<file path="config.mk">
export PLATFORM = sky130hd
export DESIGN_NAME = rxeqd_debug_ports
export DESIGN_NICKNAME = d
export VERILOG_FILES = /design/src/inc/rxeqd_pkg.sv /design/src/logic/rxeqd_debug_ports.sv
export VERILOG_INCLUDE_DIRS = /design/src /design/src/inc
export SDC_FILE = /design/constraint.sdc
export NUM_CORES = 1
export LEC_CHECK = 0
export BUFFER_PORTS_ARGS = -buffer_cell sky130_fd_sc_hd__buf_4
export CORE_ASPECT_RATIO = 0.9
export CORE_MARGIN = 5
export CORE_UTILIZATION = 50
export DETAILED_ROUTE_END_ITERATION = 7
export HOLD_SLACK_MARGIN = 0.06
export PLACE_DENSITY = 0.75
export RECOVER_POWER = 25
export SLEW_MARGIN = 20
export SYNTH_ARGS = -nofsm -noshare
export SYNTH_HDL_FRONTEND = slang
export SYNTH_SLANG_ARGS = --single-unit
</file>
<file path="constraint.sdc">
create_clock -name pclk -period 5.3 [get_ports pclk]
set_input_delay 0.795 -clock pclk [delete_from_list [all_inputs] [get_ports pclk]]
set_output_delay 0.795 -clock pclk [all_outputs]
set_load 0.01 [all_outputs]
</file>
<file path="src/inc/rxeqd_consts.svh">
// Purpose: Constants of the receive lane equalizer debug block
// Assumes: APB with 32-bit data, one aligned word per register
// Notes:   Offsets are byte addresses
`ifndef RXEQD_CONSTS_SVH
`define RXEQD_CONSTS_SVH
// ==========================================================
// Register map
`define RXEQD_ADDR_W      12
`define RXEQD_CTRL_OFS    12'h000
`define RXEQD_STAT_OFS    12'h004
`define RXEQD_ISTAT_OFS   12'h008
`define RXEQD_IEN_OFS     12'h00C
`define RXEQD_ICLR_OFS    12'h010
// ==========================================================
// Fields and reset values
`define RXEQD_CTRL_W      11
`define RXEQD_CTRL_RST    11'h000
`define RXEQD_IRQ_W       3
`define RXEQD_IRQ_ESERR   0
`define RXEQD_IRQ_COMMA   1
`define RXEQD_IRQ_ALOST   2
`define RXEQD_BOOST_INIT  7'h40
`define RXEQD_GAIN_INIT   5'h10
// ==========================================================
// Monitor select codes
`define RXEQD_MON_RSVD    2'h0
`define RXEQD_MON_GAIN    2'h1
`define RXEQD_MON_UT      2'h2
`define RXEQD_MON_VP      2'h3
// ==========================================================
// Timing counts in clock cycles
`define RXEQD_COMMA_LAT   4
`define RXEQD_COUNT_LEN   8'h40
`endif

</file>
<file path="src/inc/rxeqd_pkg.sv">
// Purpose: Types of the receive lane equalizer debug block
// Assumes: Constants header on the include path
// Notes:   Control struct order matches the control register bits
`include "rxeqd_consts.svh"
package rxeqd_pkg;
  // Control register, bit 10 down to bit 0
  typedef struct packed {
    logic [1:0] mon_sel;   // Monitor loop select
    logic       es_mask;   // Mask eye-scan errors
    logic       es_trig;   // Trigger, self clearing
    logic       es_rst;    // Eye-scan reset
    logic       adapt_rst; // Adaptation reset
    logic       cdr_ovrd;  // Reserved, keep zero
    logic       cdr_hold;  // Freeze clock recovery
    logic       lpm_sel;   // 1 linear path, 0 feedback path
    logic       lf_hold;   // Freeze low-frequency boost
    logic       hf_hold;   // Freeze high-frequency boost
  } rxeqd_ctrl_t;
  // Adaptation loop values
  typedef struct packed {
    logic [6:0] hf;
    logic [6:0] lf;
    logic [6:0] ut;
    logic [6:0] vp;
    logic [4:0] gain;
  } rxeqd_loops_t;
  // Eye-scan states
  typedef enum logic [1:0] {ES_WAIT, ES_ARMED, ES_COUNT} rxeqd_es_t;
  // Whole block state
  typedef struct packed {
    rxeqd_ctrl_t                  ctrl;
    logic                         adapt_rst_q;
    logic                         es_rst_q;
    rxeqd_loops_t                 loops;
    logic [7:0]                   cdr_ph;
    rxeqd_es_t                    es;
    logic [7:0]                   es_cnt;
    logic [2:0]                   s_cm;
    logic [2:0]                   s_er;
    logic [2:0]                   s_ma;
    logic                         f_cm;
    logic                         f_er;
    logic                         f_ma;
    logic [`RXEQD_COMMA_LAT-1:0]  pipe;
    logic                         aligned;
    logic                         comma_det;
    logic                         es_err;
    logic [6:0]                   mon;
    logic [`RXEQD_IRQ_W-1:0]      istat;
    logic [`RXEQD_IRQ_W-1:0]      ien;
    logic [31:0]                  prdata;
    logic                         slverr;
  } rxeqd_state_t;
endpackage : rxeqd_pkg

</file>
<file path="src/logic/rxeqd_debug_ports.sv">
// Purpose: Receive lane equalizer, clock recovery and eye-scan debug
// Assumes: pclk is the lane recovered clock; raw flags are asynchronous
// Notes:   Control and status over APB, zero-wait access phase
// Notes on behaviour
// RQ1: High-frequency hold freezes boost, else adapts
// RQ2: Low-frequency hold freezes boost, else adapts
// RQ3: Select zero feedback path, one linear path
// RQ4: Clock recovery hold freezes the recovery loop
// RQ5: Adaptation reset pulsed; process starts on release
// RQ6: Variant zero: gain on monitor bits 4:0
// RQ7: Variant one: four-bit gain on bits 4:1
// RQ8: Select 01 gain, 10 threshold, 11 offset
// RQ9: Eye-scan reset pulsed; process starts on release
// RQ10: One-cycle error pulse while armed or counting
// RQ11: Trigger input causes an eye-scan trigger event
// RQ12: Aligned flag high only while byte aligned
// RQ13: Comma flag precedes parallel comma by cycles
// RQ14: Reserved recovery override held at zero; the code stores the written bit, which reads back but drives nothing
`timescale 1ns/1ps
`default_nettype none
`include "rxeqd_consts.svh"
module rxeqd_debug_ports
  import rxeqd_pkg::*;
#(
  parameter int         VARIANT   = 0,               // 0 five-bit gain, 1 four-bit
  parameter logic [7:0] COUNT_LEN = `RXEQD_COUNT_LEN // Eye-scan count window
)(
  // Clock and reset
  input  wire logic         pclk,
  input  wire logic         presetn,
  // APB slave
  input  wire logic [11:0]  paddr,
  input  wire logic         psel,
  input  wire logic         penable,
  input  wire logic         pwrite,
  input  wire logic [31:0]  pwdata,
  output logic [31:0]       prdata,
  output logic              pready,
  output logic              pslverr,
  // Analog front end
  input  wire rxeqd_loops_t loop_tgt,
  input  wire logic [3:0]   phase_err,
  input  wire logic         comma_raw,
  input  wire logic         err_raw,
  input  wire logic         misalign_raw,
  // Lane outputs
  output logic              eq_path_lpm,
  output rxeqd_loops_t      loop_val,
  output logic [7:0]        cdr_phase,
  output logic [6:0]        monitor_out,
  output logic              es_error,
  output logic              byte_aligned,
  output logic              comma_det,
  output logic              comma_at_par,
  output logic              irq
);
  // ==========================================================
  // State
  rxeqd_state_t r;        // Registered state
  rxeqd_state_t r_nxt;    // Next state
  logic         wr_en;    // Write taken this edge
  logic         cm_ev;    // Filtered comma rising edge
  logic         er_ev;    // Filtered error rising edge
  logic         ma_ev;    // Filtered misalign rising edge
  logic [2:0]   ev;       // Interrupt events
  logic [2:0]   clr;      // Interrupt clear mask

  // One step of a loop towards its target
  function automatic logic [6:0] step_loop(input logic [6:0] cur, input logic [6:0] tgt);
    if (cur < tgt)
    begin
      step_loop = cur + 7'h01;
    end
    else if (cur > tgt)
    begin
      step_loop = cur - 7'h01;
    end
    else
    begin
      step_loop = cur;
    end
  endfunction : step_loop

  // ==========================================================
  // Next state
  always_comb
  begin
    r_nxt = r;
    wr_en = psel && penable && pwrite;
    clr   = '0;
    // Three-flop synchronisers; change counts when 2nd and 3rd agree
    r_nxt.s_cm = {r.s_cm[1:0], comma_raw};
    r_nxt.s_er = {r.s_er[1:0], err_raw};
    r_nxt.s_ma = {r.s_ma[1:0], misalign_raw};
    if (r.s_cm[1] == r.s_cm[2])
    begin
      r_nxt.f_cm = r.s_cm[2];
    end
    if (r.s_er[1] == r.s_er[2])
    begin
      r_nxt.f_er = r.s_er[2];
    end
    if (r.s_ma[1] == r.s_ma[2])
    begin
      r_nxt.f_ma = r.s_ma[2];
    end
    cm_ev = r_nxt.f_cm && !r.f_cm;
    er_ev = r_nxt.f_er && !r.f_er;
    ma_ev = r_nxt.f_ma && !r.f_ma;

    // Register writes; trigger lasts one cycle only
    r_nxt.ctrl.es_trig = 1'h0;
    if (wr_en)
    begin
      case (paddr)
        `RXEQD_CTRL_OFS: r_nxt.ctrl = pwdata[`RXEQD_CTRL_W-1:0];
        `RXEQD_IEN_OFS:  r_nxt.ien  = pwdata[`RXEQD_IRQ_W-1:0];
        `RXEQD_ICLR_OFS: clr        = pwdata[`RXEQD_IRQ_W-1:0];
        default:         r_nxt.ien  = r.ien;
      endcase
    end
    r_nxt.adapt_rst_q = r.ctrl.adapt_rst;
    r_nxt.es_rst_q    = r.ctrl.es_rst;

    // Linear path adapts the boosts, feedback path the other loops
    if (r.ctrl.adapt_rst)
    begin
      // Loops wait while the reset is held; release restarts them
      r_nxt.loops = r.loops;
    end
    else if (r.adapt_rst_q)
    begin
      r_nxt.loops = {`RXEQD_BOOST_INIT, `RXEQD_BOOST_INIT, `RXEQD_BOOST_INIT,
                     `RXEQD_BOOST_INIT, `RXEQD_GAIN_INIT}; // [RQ5]
    end
    else if (r.ctrl.lpm_sel) // [RQ3]
    begin
      r_nxt.loops.hf = step_loop(r.loops.hf, loop_tgt.hf);
      r_nxt.loops.lf = step_loop(r.loops.lf, loop_tgt.lf);
    end
    else
    begin
      r_nxt.loops.ut   = step_loop(r.loops.ut, loop_tgt.ut);
      r_nxt.loops.vp   = step_loop(r.loops.vp, loop_tgt.vp);
      r_nxt.loops.gain = 5'(step_loop({2'h0, r.loops.gain}, {2'h0, loop_tgt.gain}));
    end
    // Holds win over every other change of the boosts
    if (r.ctrl.hf_hold)
    begin
      r_nxt.loops.hf = r.loops.hf; // [RQ1]
    end
    if (r.ctrl.lf_hold)
    begin
      r_nxt.loops.lf = r.loops.lf; // [RQ2]
    end

    // Clock recovery integrates phase error unless held
    if (!r.ctrl.cdr_hold)
    begin
      r_nxt.cdr_ph = r.cdr_ph + {{4{phase_err[3]}}, phase_err}; // [RQ4]
    end

    // Monitor mux; reserved code shows zero
    case (r.ctrl.mon_sel) // [RQ8]
      `RXEQD_MON_GAIN:
      begin
        if (VARIANT == 0)
        begin
          r_nxt.mon = {2'h0, r.loops.gain}; // [RQ6]
        end
        else
        begin
          r_nxt.mon = {2'h0, r.loops.gain[3:0], 1'h0}; // [RQ7]
        end
      end
      `RXEQD_MON_UT: r_nxt.mon = r.loops.ut;
      `RXEQD_MON_VP: r_nxt.mon = r.loops.vp;
      default:       r_nxt.mon = 7'h00;
    endcase

    // Eye-scan state machine
    case (r.es)
      ES_WAIT:
      begin
        if (r.ctrl.es_trig)
        begin
          r_nxt.es = ES_ARMED; // [RQ11]
        end
      end
      ES_ARMED:
      begin
        if (r.ctrl.es_trig)
        begin
          r_nxt.es     = ES_COUNT; // [RQ11]
          r_nxt.es_cnt = 8'h00;
        end
      end
      ES_COUNT:
      begin
        r_nxt.es_cnt = r.es_cnt + 8'h01;
        if (r.es_cnt == COUNT_LEN - 8'h01)
        begin
          r_nxt.es = ES_WAIT;
        end
      end
      default: r_nxt.es = ES_WAIT;
    endcase
    // Reset held and one cycle after its release: parked in ES_WAIT
    if (r.ctrl.es_rst || r.es_rst_q)
    begin
      r_nxt.es     = ES_WAIT; // [RQ9]
      r_nxt.es_cnt = 8'h00;
    end
    // Unmasked error in armed or count state gives one pulse
    r_nxt.es_err = er_ev && !r.ctrl.es_mask
                   && (r.es == ES_ARMED || r.es == ES_COUNT); // [RQ10]

    // Alignment: comma aligns, misalign loses it; comma wins a tie
    r_nxt.comma_det = cm_ev; // [RQ13]
    if (cm_ev)
    begin
      r_nxt.aligned = 1'h1; // [RQ12]
    end
    else if (ma_ev)
    begin
      r_nxt.aligned = 1'h0; // [RQ12]
    end
    // Comma reaches the parallel side a fixed latency later
    r_nxt.pipe = {r.pipe[`RXEQD_COMMA_LAT-2:0], r.comma_det}; // [RQ13]

    // Sticky interrupts; a new event beats a clear
    ev                   = '0;
    ev[`RXEQD_IRQ_ESERR] = r_nxt.es_err;
    ev[`RXEQD_IRQ_COMMA] = cm_ev;
    ev[`RXEQD_IRQ_ALOST] = ma_ev && !cm_ev && r.aligned;
    r_nxt.istat          = (r.istat & ~clr) | ev;

    // Read data captured in the setup cycle
    if (psel && !penable)
    begin
      r_nxt.slverr = 1'h0;
      case (paddr)
        `RXEQD_CTRL_OFS:  r_nxt.prdata = {21'h000000, r.ctrl};
        `RXEQD_STAT_OFS:  r_nxt.prdata = {8'h00, r.cdr_ph, 6'h00, r.es, r.aligned, r.mon};
        `RXEQD_ISTAT_OFS: r_nxt.prdata = {29'h00000000, r.istat};
        `RXEQD_IEN_OFS:   r_nxt.prdata = {29'h00000000, r.ien};
        `RXEQD_ICLR_OFS:  r_nxt.prdata = 32'h00000000;
        default:
        begin
          r_nxt.prdata = 32'h00000000;
          r_nxt.slverr = 1'h1;
        end
      endcase
    end
  end

  // ==========================================================
  // State register
  always_ff @(posedge pclk or negedge presetn)
  begin
    if (!presetn)
    begin
      r      <= '0;
      r.es   <= ES_WAIT;
      r.ctrl <= `RXEQD_CTRL_RST;
      r.loops <= {`RXEQD_BOOST_INIT, `RXEQD_BOOST_INIT, `RXEQD_BOOST_INIT,
                  `RXEQD_BOOST_INIT, `RXEQD_GAIN_INIT};
    end
    else
    begin
      r <= r_nxt;
    end
  end

  // ==========================================================
  // Outputs
  assign pready       = psel && penable;
  assign prdata       = r.prdata;
  assign pslverr      = r.slverr && psel && penable;
  assign eq_path_lpm  = r.ctrl.lpm_sel; // [RQ3]
  assign loop_val     = r.loops;
  assign cdr_phase    = r.cdr_ph;
  assign monitor_out  = r.mon;
  assign es_error     = r.es_err;
  assign byte_aligned = r.aligned;
  assign comma_det    = r.comma_det;
  assign comma_at_par = r.pipe[`RXEQD_COMMA_LAT-1];
  assign irq          = |(r.istat & r.ien);

  // ==========================================================
  // Checks
  localparam int LAT = `RXEQD_COMMA_LAT;
endmodule : rxeqd_debug_ports
`default_nettype wire

</file>
# Yosys cells after proc, flatten, opt, wreduce, memory -nomap -nowiden
# Cells that the tools add are included.
[classes]
n_eq_ne = 17
n_mux = 31
reduce_logical = 41
add_sub_neg = 12
n_bitwise = 7
magnitude_cmp = 10
[ops]
columns = ["cell", "n"]
rows = [
  ["$pmux 24 s4", 1],
  ["$mux 7", 8],
  ["$mux 33", 1],
  ["$add 7x1->7 const B", 4],
  ["$gt 7x7->1", 4],
  ["$lt 7x7->1", 4],
  ["$sub 7x1->7 const B", 4],
  ["$eq 12x4->1 const B", 2],
  ["$pmux 7 s3", 1],
  ["$mux 10", 2],
  ["$mux 19", 1],
  ["$reduce_bool 3->1", 6],
  ["$mux 8", 2],
  ["$pmux 8 s2", 1],
  ["$mux 14", 1],
  ["$eq 12x3->1 const B", 1],
  ["$eq 12x5->1 const B", 1],
  ["$logic_and 1x1->1", 12],
  ["$logic_not 12->1", 1],
  ["$reduce_and 3->1", 4],
  ["$mux 5", 2],
  ["$ne 3x3->1 const B", 3],
  ["$add 8x1->8 const B", 1],
  ["$add 8x8->8", 1],
  ["25 further kinds", 50],
]
[word_totals]
ff_bits = 129
output_inout_bits = 88

# Depth between registers and ports, before layout
[depth]
depth_word = 7
depth_mapped = 13
depth_no_buf = 13

# Worst setup path before layout
# No wires, ideal clock.
[synth_timing]
path_kind = "in2reg"
startpoint = "input loop_tgt[28] in the netlist's numbering"
endpoint = "register r (netlist bit loop_val[32])"
slack_ns = 2.141
stages = 13
n_path_buf = 0
arrival_time_ns = 3.060
path_cell_list = "inv_1 -> ha_1 -> a21oi_1 -> o21ai_0 -> a21oi_1 -> inv_1 -> fa_1 -> a211oi_1 -> o21bai_1 -> a21oi_1 -> xnor2_1 -> nor4_1 -> a221oi_1"
[synth_between]
elab_chain_cells = 4
word_cells_on_any_way = 7
[synth_lines]
columns = ["item", "line", "text"]
rows = [
  ["from (decl)", "rxeqd_debug_ports.sv:41", "input wire rxeqd_loops_t loop_tgt,"],
  ["$lt 7x7->1", "rxeqd_debug_ports.sv:70", "if (cur < tgt)"],
  ["$mux 7", "rxeqd_debug_ports.sv:70", ""],
  ["$mux 14", "rxeqd_debug_ports.sv:136", "else if (r.ctrl.lpm_sel)"],
  ["$mux 33", "rxeqd_debug_ports.sv:131", "else if (r.adapt_rst_q)"],
  ["to (signal assigned)", "rxeqd_debug_ports.sv:271", "r <= r_nxt;"],
  ["to (decl)", "rxeqd_debug_ports.sv:59", "rxeqd_state_t r;"],
]
# Parallel ways exist; a longest one is shown, timed or not. The select of a mux whose other input is x is not followed.
# A chain may end at the register's enable or synchronous reset.

# Final worst setup path
[layout_timing]
startpoint = "register r (netlist bit loop_val[11])"
endpoint = "register r (netlist bit loop_val[11])"
[layout_between]
elab_chain_cells = 5
word_cells_on_any_way = 10
[layout_lines]
columns = ["item", "line", "text"]
rows = [
  ["$sub 7x1->7", "rxeqd_debug_ports.sv:76", "step_loop = cur - 7'h01;"],
  ["$mux 7", "rxeqd_debug_ports.sv:74", "else if (cur > tgt)"],
  ["$mux 7", "rxeqd_debug_ports.sv:70", ""],
  ["$mux 19", "rxeqd_debug_ports.sv:136", ""],
  ["$mux 33", "rxeqd_debug_ports.sv:131", ""],
]
# Parallel ways exist; a longest one is shown, timed or not. The select of a mux whose other input is x is not followed.

==> results.txt <==
The run finished with clean final reports. The detailed router placed 5503 vias in this run. In this run the cell area of the synthesized design comes to 7450 um2. The netlist uses 55 different library cells.

In the layout the commonest cells are 143 x sky130_fd_sc_hd__buf_4, 111 x sky130_fd_sc_hd__dfrtp_1, 79 x sky130_fd_sc_hd__nand2_1. CTS built an H-tree with a depth of 4. Period utilization: 59.6%. The run gives 0 as the number of warnings issued by yosys.

The effective utilization at floorplan was 50.8%. The maximum fanout along the worst path was 6. In this run the tightest slew margin relative to its limit is 39.0%. The placed instance count is 1030. Across the VDD grid, the largest voltage drop is 376 uV. The count of nets left with antenna violations after detail routing was 0; the finished layout cell area was 8740 um2. The count of pins on the block boundary was 177; the number of global-route vias before repair was 5456.

The maximum number of pins on one net before global-route repair was 74; the global routing usage summed across all routing layers was 19.0%. The repair_antennas step left the layout with diodes totalling 0. Yosys mapped a number of flops with a built-in enable equal to 0.

The number of max-slew violations in the final report is 0, and the required time of the critical path is 5630 ps. The final layout contains routed wiring with a total length of 16300 um. The tools report the total number of nets in the final design as 1015. The fraction of final layout cells sized beyond drive strength 1 came out at 25.2%. The path class of the tightest hold or removal check is reg -> reg. Horizontal extent of the die: 139 um.

The tree is rooted in a sky130_fd_sc_hd__clkbuf_16. By area the synthesized netlist is led by sky130_fd_sc_hd__dfrtp_1 37%, sky130_fd_sc_hd__ha_1 12%, sky130_fd_sc_hd__buf_4 8.2%. The floorplan step defined a die boundary enclosing 17500 um2. The synthesized design contains 116 register bits. Using the TritonRoute via totals, the vias-per-cell ratio works out to 5.18.

The final setup TNS was 0 ps; the number of placement rows was 42. The mean post-synth cell area was 9.62 um2. STA puts the critical path data arrival time at 3480 ps. The number of violations reported at the end of detailed-routing iteration 0 came out at 300.

The sequential-to-total area share from yosys stat was 39.0%; the share of flip-flops with an asynchronous set or reset after synthesis was 100%. The signed area change from the synthesized netlist to the final layout works out to 17.2%. The count of buffers added on input and output ports is 142. Derived from the worst setup path, the maximum achievable clock frequency is 317 MHz. The worst setup path is captured at a flip-flop.

The placement-stage cell area was 8150 um2. The number of optimization iterations in the first detailed-route pass is 4. The most used flip-flop cell after synthesis is sky130_fd_sc_hd__dfrtp_1. The final-report hold violation count is 0. TritonCTS built the clock tree. The logs give 0 for the count of endpoints failing setup in the final report and 2 for the maximum buffer depth of the clock tree.

For the synthesized instance count, the log shows 775. At the end of routability-driven placement, the weighted congestion stood at 0.856. Once layout is complete, the cells apart from fillers number 1062. The final critical-path required period works out to 3160 ps. Summed over all instances, the cell type with the most area after synthesis is sky130_fd_sc_hd__dfrtp_1. At the pin with the least slew margin, the transition time is 915 ps. The most common cell after layout, fill and taps aside was sky130_fd_sc_hd__buf_4.

The first global-routing pass estimated 27100 um of wire. The critical path is of the reg -> reg type. Global routing finished with a remaining overflow of 0. Clock tree synthesis inserted a total of 17 buffers. The post-CTS setup buffer count was 0. Measured along the y axis, the die boundary spans 126 um. Counting every sink on the clock net gives 116.

The routed length per instance is 15.3 um. The post-cts repair resize count was 0; the leakage power figure was 4.49 nW. After legalization and detailed placement, the total HPWL measured 12300 um.

The area of the core was 14700 um2. After synthesis, the largest area contributor takes up 37.3% of total cell area. The tool flagged a number of max-cap violations equal to 0. Clock-pin slew was measured on the worst setup and hold paths at 50 ps. The clock reaches the later pin of the worst-skew pair after 410 ps. Setup repair after global routing left no endpoint under its margin.

In this run the power density over the cells is 476 nW/um2. In the routed design, unresolved DRC markers number 0. The tools report the initial antenna violation count as 0. For the cts-stage hold buffer count, the log shows 0. The worst setup skew after layout is 6.97 ps. The type of origin of the critical path was a flip-flop.
cells by family (layout without fill, tap and decap cells):
family,Yosys count,after routing,synth area share (%)
other cells,1,13,0.0503
buf+inv,166,243,12.6
mux,30,30,4.90
fa+ha+maj,78,78,13.6
simple gates,194,194,12.9
compound gates,170,170,14.6
flops,116,116,39.0
xor+xnor,20,20,2.35
report_power, final:
part	internal, mW	switching [mW]
clock	0.702	0.403
combinational	0.885	0.918
sequential	1.06	0.188
total	2.65	1.51
metrics by stage:
| step | util [%] | hold WS (ps) | total power [mW] | worst slack, ps |
|---|---|---|---|---|
| finish | 59.6 | 347 | 4.16 | 2140 |
| floorplan | - | 331 | 2.68 | 2140 |
| global route | 59.6 | 353 | 4.51 | 1830 |
| detailed placement | 55.6 | 335 | 3.05 | 1760 |
| global placement | 55.6 | 335 | 2.99 | 1800 |
| CTS | 59.5 | 346 | 4.19 | 2160 |
synthesized netlist by cell type (4+ instances only):
cell type / count
sky130_fd_sc_hd__dfrtp_1: 111
sky130_fd_sc_hd__buf_4: 81
sky130_fd_sc_hd__nand2_1: 79
sky130_fd_sc_hd__ha_1: 69
sky130_fd_sc_hd__inv_1: 65
sky130_fd_sc_hd__o21ai_0: 42
sky130_fd_sc_hd__a21oi_1: 39
sky130_fd_sc_hd__nor2_1: 37
sky130_fd_sc_hd__mux2_2: 22
sky130_fd_sc_hd__nor3_1: 20
sky130_fd_sc_hd__a21o_1: 15
sky130_fd_sc_hd__a22o_1: 15
sky130_fd_sc_hd__clkbuf_1: 15
sky130_fd_sc_hd__nor2b_1: 14
sky130_fd_sc_hd__a22oi_1: 13
sky130_fd_sc_hd__o31ai_1: 11
sky130_fd_sc_hd__xnor2_1: 10
sky130_fd_sc_hd__xor2_1: 10
sky130_fd_sc_hd__nand2b_1: 7
sky130_fd_sc_hd__o21bai_1: 7
sky130_fd_sc_hd__o22ai_1: 7
sky130_fd_sc_hd__and4b_1: 6
sky130_fd_sc_hd__fa_1: 6
sky130_fd_sc_hd__nand3_1: 6
sky130_fd_sc_hd__o21a_1: 6
sky130_fd_sc_hd__and3_1: 5
sky130_fd_sc_hd__dfstp_2: 5
sky130_fd_sc_hd__mux2i_1: 5
sky130_fd_sc_hd__or2_2: 4
worst max-delay path, cell delays in order, from the launching register on:
cell	delay (ps)
sky130_fd_sc_hd__dfstp_2	620
sky130_fd_sc_hd__ha_1	270
sky130_fd_sc_hd__a21oi_1	120
sky130_fd_sc_hd__o21ai_0	110
sky130_fd_sc_hd__a21oi_1	340
sky130_fd_sc_hd__inv_1	200
sky130_fd_sc_hd__ha_1	340
sky130_fd_sc_hd__nor2b_1	160
sky130_fd_sc_hd__o31ai_1	270
sky130_fd_sc_hd__a21oi_1	130
sky130_fd_sc_hd__xnor2_1	150
sky130_fd_sc_hd__and4b_1	220
sky130_fd_sc_hd__nor3_1	140
flip-flops by register name (all words and copies together), names as in the netlist:
signal and cells:
monitor_out 7, comma_det 1, eq_path_lpm 1, prdata 19, byte_aligned 1, cdr_phase 8, comma_at_par 1, loop_val 33
es_error 1, r 44
final cells by class:
class / count / area [um2]
fill: 1270 / 5920
multi-input combinational: 505 / 3660
sequential: 116 / 2910
timing repair buffer: 146 / 1100
clock buffer: 20 / 447
tap: 198 / 248
inverter: 65 / 244
clock inverter: 12 / 133
worst paths after layout:
kind / end / cells after the start / from / slack (ps)
worst min-delay path: r[51] / 0 / r[50] / 350
worst max register to register: loop_val[11] / 12 / loop_val[11] / 2140
min in group asynchronous: comma_at_par / 1 / presetn / 510
worst min register to register: r[51] / 0 / r[50] / 350
max in group asynchronous: loop_val[11] / 2 / presetn / 3660
worst max-delay path: loop_val[11] / 12 / loop_val[11] / 2140
layer usage:
metal / global-route usage (%) / share of wire, %
met1: 25.7 / 46
met2: 30.4 / 47
met3: 5.46 / 5.7
met4: 4.89 / 1.1
met5: 0 / 0
No activity file was read; power rests on OpenSTA's default activity.
